### config.mk
export PLATFORM = sky130hd
export DESIGN_NAME = pbc_regs
export DESIGN_NICKNAME = d
export VERILOG_FILES = /design/src/pbc_pkg.sv /design/src/pbc_regs.sv /design/src/pbc_sync.sv
export VERILOG_INCLUDE_DIRS = /design/src
export SDC_FILE = /design/constraint.sdc
export NUM_CORES = 1
export LEC_CHECK = 0
export BUFFER_PORTS_ARGS = -buffer_cell sky130_fd_sc_hd__buf_2
export CORE_MARGIN = 1.5
export CORE_UTILIZATION = 42
export DETAILED_ROUTE_END_ITERATION = 7
export PLACE_DENSITY_LB_ADDON = 0.05
export SYNTH_ARGS = -nofsm -noshare
export SYNTH_HDL_FRONTEND = slang
export SYNTH_HIERARCHICAL = 1
export SYNTH_SLANG_ARGS = --single-unit
### constraint.sdc
create_clock -name clk -period 5.1 [get_ports clk]
set_input_delay 0.51 -clock clk [delete_from_list [all_inputs] [get_ports clk]]
set_output_delay 0.51 -clock clk [all_outputs]
set_load 0.02 [all_outputs]
### src/pbc_consts.svh
`ifndef PBC_CONSTS_SVH
`define PBC_CONSTS_SVH

// Register index of the control register
`define PBC_REG_CONTROL 5'h00

// Field positions inside the control register
`define PBC_BIT_SPEED 13
`define PBC_BIT_AN_EN 12
`define PBC_BIT_PDOWN 11
`define PBC_BIT_RESTART 9
`define PBC_BIT_DUPLEX 8

// Reset values of the stored fields
`define PBC_RST_AN_EN 1'h1
`define PBC_RST_SPEED 1'h1
`define PBC_RST_PDOWN 1'h0
`define PBC_RST_DUPLEX 1'h0

// Management frame opcodes
`define PBC_OP_READ 2'h2
`define PBC_OP_WRITE 2'h1

// Management frame bit counts: preamble as a length, other fields as last index
`define PBC_PREAMBLE_LEN 6'h20
`define PBC_OP_LAST 5'h01
`define PBC_ADDR_LAST 5'h09
`define PBC_TA_LAST 5'h01
`define PBC_DATA_LAST 5'h0F

// Default management address of this device
`define PBC_PHY_ADDR 5'h01

`endif

### src/pbc_pkg.sv
package pbc_pkg;

  typedef enum logic [6:0] {
    ST_IDLE   = 7'h01,
    ST_START  = 7'h02,
    ST_OPCODE = 7'h04,
    ST_ADDR   = 7'h08,
    ST_TURN   = 7'h10,
    ST_WDATA  = 7'h20,
    ST_RDATA  = 7'h40
  } pbc_state_e;

  typedef struct packed {
    pbc_state_e state;
    logic [4:0] cnt;
    logic [5:0] ones;
    logic [15:0] shift;
    logic isRead;
    logic regZero;
    logic mdcPrev;
    logic mdioOut;
    logic mdioOe_n;
    logic anEnableBit;
    logic speedBit;
    logic powerDown;
    logic duplexBit;
    logic anRestart;
    logic anEnable;
    logic linkSpeed100;
    logic linkFullDuplex;
    logic fxDupPrev;
  } pbc_regs_s;

endpackage : pbc_pkg

### src/pbc_regs.sv
// Summary of operation
// - Strap low keeps negotiation disabled
// - Writing one re-enables negotiation; reset too
// - Enable bit writes ignored while strap low
// - Enable bit reads last written, reset one
// - Negotiation on: speed and duplex bits ignored
// - Fiber mode: enable reads zero, unwritable
// - Power-down bit enters and leaves low power
// - Management interface stays alive when powered down
// - Power-down bit reads current power state
// - Restart bit restarts negotiation, self-clears
// - Restart only acts while negotiation enabled
// - Restart bit always reads zero
// - Duplex resets half; forced when negotiation off
// - Negotiation on: duplex read-only, shows result
// - Fiber: duplex set by write or pin
// - Negotiation off: speed bit forces 100/10; fiber mode forces 100
`timescale 1ns/1ps
`include "pbc_consts.svh"

module pbc_regs
  import pbc_pkg::*;
#(
  parameter logic [4:0] PHY_ADDR = `PBC_PHY_ADDR,
  parameter logic [5:0] PREAMBLE_LEN = `PBC_PREAMBLE_LEN
) (
  // Clock and reset
  input wire logic clk,
  input wire logic rst_n,
  // Management serial interface
  input wire logic mdc,
  input wire logic mdioIn,
  output logic mdioOut,
  output logic mdioOe_n,
  // Configuration pins
  input wire logic negotiationStrapPin,
  input wire logic fiberModePin,
  input wire logic fiberDuplexPin,
  // Negotiation engine, same clock
  input wire logic anDone,
  input wire logic anFullDuplex,
  input wire logic anSpeed100,
  // Control outputs
  output logic anEnable,
  output logic anRestart,
  output logic powerDown,
  output logic linkSpeed100,
  output logic linkFullDuplex
);

  localparam pbc_regs_s RESET_STATE = '{
    state: ST_IDLE,
    cnt: 5'h00,
    ones: 6'h00,
    shift: 16'h0000,
    isRead: 1'h0,
    regZero: 1'h0,
    mdcPrev: 1'h0,
    mdioOut: 1'h0,
    mdioOe_n: 1'h1,
    anEnableBit: `PBC_RST_AN_EN,
    speedBit: `PBC_RST_SPEED,
    powerDown: `PBC_RST_PDOWN,
    duplexBit: `PBC_RST_DUPLEX,
    anRestart: 1'h0,
    anEnable: 1'h0,
    linkSpeed100: 1'h0,
    linkFullDuplex: 1'h0,
    fxDupPrev: 1'h0
  };

  pbc_regs_s q;
  pbc_regs_s next_q;
  logic [4:0] pinSync;
  logic mdcS;
  logic mdioS;
  logic strapS;
  logic fiberS;
  logic fxDupS;
  logic mdcRise;
  logic wrCommit;
  logic [15:0] wrValue;
  logic [15:0] readValue;
  logic [1:0] opcNow;
  logic [9:0] addrNow;
  logic regZeroNow;

  if (PREAMBLE_LEN < 6'h01 || PREAMBLE_LEN > 6'h20)
  begin : g_bad_preamble
    $error("pbc_regs: PREAMBLE_LEN must lie in 1..32");
  end

  pbc_sync #(
    .WIDTH(5)
  ) u_sync (
    .clk(clk),
    .rst_n(rst_n),
    .async({mdc, mdioIn, negotiationStrapPin, fiberModePin,
            fiberDuplexPin}),
    .sync(pinSync)
  );

  assign mdcS = pinSync[4];
  assign mdioS = pinSync[3];
  assign strapS = pinSync[2];
  assign fiberS = pinSync[1];
  assign fxDupS = pinSync[0];

  // Frame decode helpers; runs regardless of power-down
  assign mdcRise = mdcS & ~q.mdcPrev;
  assign opcNow = {q.shift[0], mdioS};
  assign addrNow = {q.shift[8:0], mdioS};
  assign regZeroNow = (addrNow[4:0] == `PBC_REG_CONTROL);
  assign wrValue = {q.shift[14:0], mdioS};
  assign wrCommit = mdcRise && (q.state == ST_WDATA) &&
                    (q.cnt == `PBC_DATA_LAST) && q.regZero;

  // Read image; restart and reserved bits read zero
  always_comb
  begin
    readValue = 16'h0000;
    readValue[`PBC_BIT_SPEED] = fiberS | q.speedBit;
    readValue[`PBC_BIT_AN_EN] = ~fiberS & q.anEnableBit;
    readValue[`PBC_BIT_PDOWN] = q.powerDown;
    readValue[`PBC_BIT_DUPLEX] = q.duplexBit;
  end

  always_comb
  begin
    next_q = q;
    next_q.mdcPrev = mdcS;
    next_q.anRestart = 1'h0;
    if (mdcRise)
    begin
      case (q.state)
        ST_IDLE:
        begin
          if (mdioS)
          begin
            if (q.ones != PREAMBLE_LEN)
              next_q.ones = q.ones + 6'h01;
          end
          else if (q.ones == PREAMBLE_LEN)
          begin
            next_q.ones = 6'h00;
            next_q.state = ST_START;
          end
          else
            next_q.ones = 6'h00;
        end
        ST_START:
        begin
          next_q.cnt = 5'h00;
          next_q.state = mdioS ? ST_OPCODE : ST_IDLE;
        end
        ST_OPCODE:
        begin
          next_q.shift = {q.shift[14:0], mdioS};
          if (q.cnt == `PBC_OP_LAST)
          begin
            next_q.cnt = 5'h00;
            next_q.isRead = (opcNow == `PBC_OP_READ);
            if (opcNow == `PBC_OP_READ || opcNow == `PBC_OP_WRITE)
              next_q.state = ST_ADDR;
            else
              next_q.state = ST_IDLE;
          end
          else
            next_q.cnt = q.cnt + 5'h01;
        end
        ST_ADDR:
        begin
          next_q.shift = {q.shift[14:0], mdioS};
          if (q.cnt == `PBC_ADDR_LAST)
          begin
            next_q.cnt = 5'h00;
            next_q.regZero = regZeroNow;
            if (addrNow[9:5] == PHY_ADDR)
            begin
              next_q.shift = regZeroNow ? readValue : 16'h0000;
              next_q.state = ST_TURN;
            end
            else
              next_q.state = ST_IDLE;
          end
          else
            next_q.cnt = q.cnt + 5'h01;
        end
        ST_TURN:
        begin
          if (q.cnt == `PBC_TA_LAST)
          begin
            next_q.cnt = 5'h00;
            if (q.isRead)
            begin
              next_q.mdioOut = q.shift[15];
              next_q.shift = {q.shift[14:0], 1'h0};
              next_q.state = ST_RDATA;
            end
            else
              next_q.state = ST_WDATA;
          end
          else
          begin
            next_q.cnt = q.cnt + 5'h01;
            if (q.isRead)
            begin
              next_q.mdioOe_n = 1'h0;
              next_q.mdioOut = 1'h0;
            end
          end
        end
        ST_WDATA:
        begin
          next_q.shift = wrValue;
          if (q.cnt == `PBC_DATA_LAST)
            next_q.state = ST_IDLE;
          else
            next_q.cnt = q.cnt + 5'h01;
        end
        ST_RDATA:
        begin
          if (q.cnt == `PBC_DATA_LAST)
          begin
            next_q.mdioOe_n = 1'h1;
            next_q.mdioOut = 1'h0;
            next_q.state = ST_IDLE;
          end
          else
          begin
            next_q.mdioOut = q.shift[15];
            next_q.shift = {q.shift[14:0], 1'h0};
            next_q.cnt = q.cnt + 5'h01;
          end
        end
        default:
        begin
          next_q.mdioOe_n = 1'h1;
          next_q.mdioOut = 1'h0;
          next_q.state = ST_IDLE;
        end
      endcase
    end

    // Register writes; reserved bits are dropped
    if (wrCommit && strapS && !fiberS)
      next_q.anEnableBit = wrValue[`PBC_BIT_AN_EN];
    if (wrCommit && !fiberS)
      next_q.speedBit = wrValue[`PBC_BIT_SPEED];
    if (wrCommit)
      next_q.powerDown = wrValue[`PBC_BIT_PDOWN];
    if (wrCommit && !q.anEnable)
      next_q.duplexBit = wrValue[`PBC_BIT_DUPLEX];
    if (q.anEnable && anDone)
      next_q.duplexBit = anFullDuplex;
    // Pin change wins over a write in the same cycle
    next_q.fxDupPrev = fxDupS;
    if (fiberS && (fxDupS != q.fxDupPrev))
      next_q.duplexBit = fxDupS;
    next_q.anRestart = wrCommit && wrValue[`PBC_BIT_RESTART] &&
                       q.anEnable;

    next_q.anEnable = strapS && !fiberS && q.anEnableBit;
    // Negotiated results replace the forced bits
    if (fiberS)
      next_q.linkSpeed100 = 1'h1;
    else if (q.anEnable)
      next_q.linkSpeed100 = anSpeed100;
    else
      next_q.linkSpeed100 = q.speedBit;
    next_q.linkFullDuplex = q.anEnable ? anFullDuplex : q.duplexBit;
  end

  always_ff @(posedge clk or negedge rst_n)
  begin
    if (!rst_n)
      q <= RESET_STATE;
    else
      q <= next_q;
  end

  assign mdioOut = q.mdioOut;
  assign mdioOe_n = q.mdioOe_n;
  assign anEnable = q.anEnable;
  assign anRestart = q.anRestart;
  assign powerDown = q.powerDown;
  assign linkSpeed100 = q.linkSpeed100;
  assign linkFullDuplex = q.linkFullDuplex;
endmodule : pbc_regs

### src/pbc_sync.sv
`timescale 1ns/1ps

module pbc_sync #(
  parameter int WIDTH = 1
) (
  // Clock and reset
  input wire logic clk,
  input wire logic rst_n,
  // Asynchronous levels in, synchronised levels out
  input wire logic [WIDTH-1:0] async,
  output logic [WIDTH-1:0] sync
);

  logic [WIDTH-1:0] stage1;

  if (WIDTH < 1)
  begin : g_bad_width
    $error("pbc_sync: WIDTH must be at least 1");
  end

  always_ff @(posedge clk or negedge rst_n)
  begin
    if (!rst_n)
    begin
      stage1 <= '0;
      sync <= '0;
    end
    else
    begin
      stage1 <= async;
      sync <= stage1;
    end
  end

endmodule : pbc_sync

* Word-level counts from Yosys, hierarchy flattened *
Cells that the tools add are included.
W data, S select, Z words.

storage, ports and cells
  output and inout port bits = 7
  input bits = 10
  logic and storage cells = 125
  register bits = 58

cells by class
  add/sub/neg operators = 2
  eq/ne operators = 28
  bitwise logic cells = 6
  reduce and logical (&&, ||, !) cells = 32
  mux-type cells = 37

operators by type and width
  cell                  number
  $mux W16              5
  $pmux W16 S4          1
  $mux W7               7
  $pmux W7 S6           1
  $ne A2 B2 Y1 const B  11
  $mux W5               4
  $pmux W5 S4           1
  $reduce_and A3 Y1     5
  $mux W14              1
  $logic_and A1 B1 Y1   13
  $mux W6               2
  $mux W1               11
  $eq A5 B1 Y1 const B  2
  $eq A5 B4 Y1 const B  2
  $reduce_and A5 Y1     2
  $reduce_bool A4 Y1    2
  $eq A7 B1 Y1 const B  1
  $eq A7 B2 Y1 const B  1
  $eq A7 B3 Y1 const B  1
  $eq A7 B4 Y1 const B  1
  $eq A7 B5 Y1 const B  1
  $eq A7 B6 Y1 const B  1
  $eq A7 B7 Y1 const B  1
  $reduce_and A7 Y1     1
  other kinds (21)      27

* Longest topological paths before layout *
  depth in word-level cells = 9
  mapped depth = 10
  depth with buffers taken out = 9

* Modules after synthesis *
Netlist, hierarchy kept.

by module, submodules not included
  module    times used  cells each  sequential area each (um^2)  area each (um^2)
  pbc_regs  1           290         1,206.2                      2,723.9
  pbc_sync  1           10          250.2                        250.2

* Worst setup path before layout *
OpenSTA, ideal clock, no wires.

  path kind = flip-flop to flip-flop
  start point = register q[41] (netlist name)
  end point = register q[42] (netlist name)
  period minus slack after synthesis = 2.290 ns
  path buffers = 2
  cell stages (with the launch flop) = 8
  arrival = 2.165 ns
  setup slack = 2.810 ns
  data required time = 4.975 ns
  setup time = 0.125 ns
  cells stage by stage = dfstp_2 > buf_6 > or4_4 > or4_1 > buf_2 > o21a_1 > o2111ai_4 > mux2_4

between the ends
  cells in the longest elaborated chain, start to end = 4
  elaborated cells between the ends (all ways) = 16
  those cells by class = 13 x eq/ne; 1 x mux; 2 x reduce/logical

ends and longest elaborated chain
  what                                          RTL line         source
  start, declared                               pbc_regs.sv:72   pbc_regs_s q;
  start signal, assigned                        pbc_regs.sv:279  q <= next_q;
  $eq A7 B6 Y1 or $eq A7 B7 Y1 (tied branches)  pbc_regs.sv:135  case (q.state)
  $reduce_or A2 Y1 (no source line)             n/a
  $ne A2 B1 Y1 (no source line)                 n/a
  $reduce_and A7 Y1 (no source line)            n/a

Several ways; a longest one is shown, not always the timed one.
A chain may end at the register's enable or synchronous reset.

* Worst setup path after layout *
  start point = register q[43] (netlist name)
  end point = register q[43] (netlist name)

Same word-level chain as after synthesis.

==> results.cfg <==
[floorplan]
start_util_pct = 43.5
row_count = 30
io_pins = 17
die-height_microns = 87.2
die_w_microns = 87.2
die_area_sq_um = 7600
coreArea_sq_um = 6830

[synth]
syn_avg_cell_area_sq_um = 9.91
yosys_warnings = 6
synth.top_cells.by_count = 54 x dfrtp_1, 46 x nand2_1, 27 x o21ai_0
ys_async_sr_fraction_pct = 100
ys_ff_latch = 58
synth_top_flop_cell = dfrtp_1
syn-cell-area_sq_um = 2970
synth.most_common_cell = dfrtp_1
post-synth-top-area-fraction_pct = 45.4
ys_types = 50
synth_top_area_cell = dfrtp_1
yosysSeqAreaShare_pct = 49.0
synth_enable_flop_cells = 0
synth_nets = 317
synthTopCellsByArea = dfrtp_1 45%, nand2_1 5.8%, o21ai_0 4.5%, mux2_2 4.2%, dfstp_2 3.5%
syn_inst = 300

[clock_network]
postCtsSetupRepairBufs = 0
cts_tree = yes
cts_buffers = 9
cts_hold_buf = 0
h-tree-depth = 3
clk_latency_ps = 340
clkTransAtPathRegs_ps = 70
cts_root_buffer = clkbuf_8
cts_resized = 0
cts_buffer_depth = 2
clock-sinks = 58

[detailed_routing]
drc = 0
drt-total-wl_microns = 6020
wire_per_inst_microns = 14.5
ant_nets = 0
viasPerCell = 5.36
dr.pass1.iters = 4
dr.first_iter.drc_count = 120
vias = 2226

[layout]
regArea_sq_um = 1460
utilization_pct = 48.7
fill_cells = 653
antenna_cells = 0
nNetsFinal = 331
drive_gt1_share_pct = 19.1
design_area_sq_um = 3330
area_growth_pct = 11.8
multi_input_area_sq_um = 1400

[sta]
timing.setup.tns_ps = 0
timing.final.crit_period_ps = 2640
finalSetupViolCount = 0
slew_violations = 0
final.setup_skew_ps = 7.25
holdWs_ps = 269
hold_viol = 0
slew_headroom_pct = 26.9
rsz0062_at_grt = false
layout_worst_path_cycle_share_pct = 51.7
tightest_slew_ps = 1080
fmax_ghz = 0.379

[grt]
antenna_found_initial = 0
grt_first_pass_wirelength_microns = 10000
grt_pass1_vias = 2034
gr-total-overflow = 0
grt_use_total_pct = 17.4
grt_max_degree = 59

[critical_path]
max_stage_delay_ps = 630
cp_slowest_cell = or4_4
crit_type = flip-flop to flip-flop
setup.worst_path.end_class = flip-flop
cp_top_family = simple AND/OR/NAND/NOR gates
cp_num_buf_inv = 0
start_kind = flip-flop
crit_path_cell_trace = or4_4, or4_1, o21a_1, o2111ai_4, mux2_4
cp_data_arrival_time_ps = 2860
path_max_fanout = 15
required_ps = 5320

[flow_run]
cap_violations = 0

[pwr]
ir_worst_vdd_uv = 235
power_density_nw_per_um2 = 387
leakage_nw = 1.46
finalPower_mw = 1.29

[outcome]
status = completed

[placement]
gp_congestion = 0.818
place_area_sq_um = 3120
port_buffers = 16
place_hpwl_microns = 4080

[hold_path]
hold_path.class = input port to flip-flop
[sequential cells by signal (all words and copies together), names as in the netlist]
register,cells
q,32
mdioOut,1
u_sync/stage1,5
linkFullDuplex,1
u_sync/sync,5
anEnable,1
anRestart,1
linkSpeed100,1
powerDown,1
mdioOe_n,1
addrNow,9
[path summary, 6_finish.rpt]
| kind | from | to | slack [ps] | cells past startpoint |
|---|---|---|---|---|
| max in group asynchronous | rst_n | addrNow[9]$_DFFE_PN0P_ | 4290 | 2 |
| setup reg to reg | q[43]$_DFFE_PN0P_ | q[43]$_DFFE_PN0P_ | 2460 | 5 |
| min in group asynchronous | rst_n | q[46]$_DFFE_PN0P_ | 310 | 2 |
| hold reg to reg | u_sync/stage1[3]$_DFF_PN0_ | u_sync/sync[3]$_DFF_PN0_ | 340 | 0 |
| setup / recovery | q[43]$_DFFE_PN0P_ | q[43]$_DFFE_PN0P_ | 2460 | 5 |
| hold / removal | fiberDuplexPin | u_sync/stage1[0]$_DFF_PN0_ | 270 | 1 |
[placed cells by master, fill, tap and decap left out, types with 5 or more instances in the layout]
master and instances:
o21ai_0 27, buf_2 16, nor4b_1 7, ha_1 7
and3_1 5, nand3_1 9, a21oi_1 11, clkbuf_8 9
nor2_1 14, nor4_1 8, nand2_1 46, nor3_1 7
inv_1 14, mux2_4 5, mux2_2 11, dfrtp_1 54
[worst reg2reg max path, delay by kind of cell (launching register included)]
family	cells	cell delay, ps
simple gates	2	1200
flops	1	560
compound gates	2	440
mux	1	340
[report_power, final]
part / switching, mW / internal [mW] / leakage, nW
clock network: 0.204 / 0.229 / 0.0973
logic: 0.153 / 0.124 / 0.617
registers: 0.0730 / 0.504 / 0.750
[per-stage QoR]
step / setup slack (ps) / std cells
6_report: 2460 / 415
5_1_grt: 2120 / 415
4_1_cts: 2470 / 415
3_5_place_dp: 2480 / 399
3_3_place_gp: 2450 / 399
2_1_floorplan: 2810 / 300
[final cells by class]
class	instances	share of cell area [%]
Inverter	14	1.58
Tap cell	96	3.61
Timing Repair Buffer	18	2.86
Sequential cell	58	43.8
Multi-Input combinational cell	213	42.1
Clock inverter	7	2.37
Clock buffer	9	3.72
[cell families after synthesis]
family	Yosys count	share of synthesized area, %
AND/OR/NAND/NOR	121	21.5
AO/OA/AOI/OAI	59	12.8
flip-flops	58	49.0
buffers and inverters	29	4.00
multiplexers	20	8.04
adder cells (fa/ha/maj)	7	2.94
XOR/XNOR	6	1.77
[layer usage]
| metal | global-route usage, % | share of wire [%] | wire (microns) | vias to the layer above |
|---|---|---|---|---|
| met1 | 25.0 | 50 | 3030 | 1072 |
| met4 | 8.66 | 2.4 | 143 | 0 |
| li1 | - | - | - | 1105 |
| met5 | 0 | 0 | 0 | - |
| met3 | 3.51 | 3.0 | 180 | 13 |
| met2 | 24.9 | 44 | 2660 | 36 |
Power figures use the tool's default switching activity.
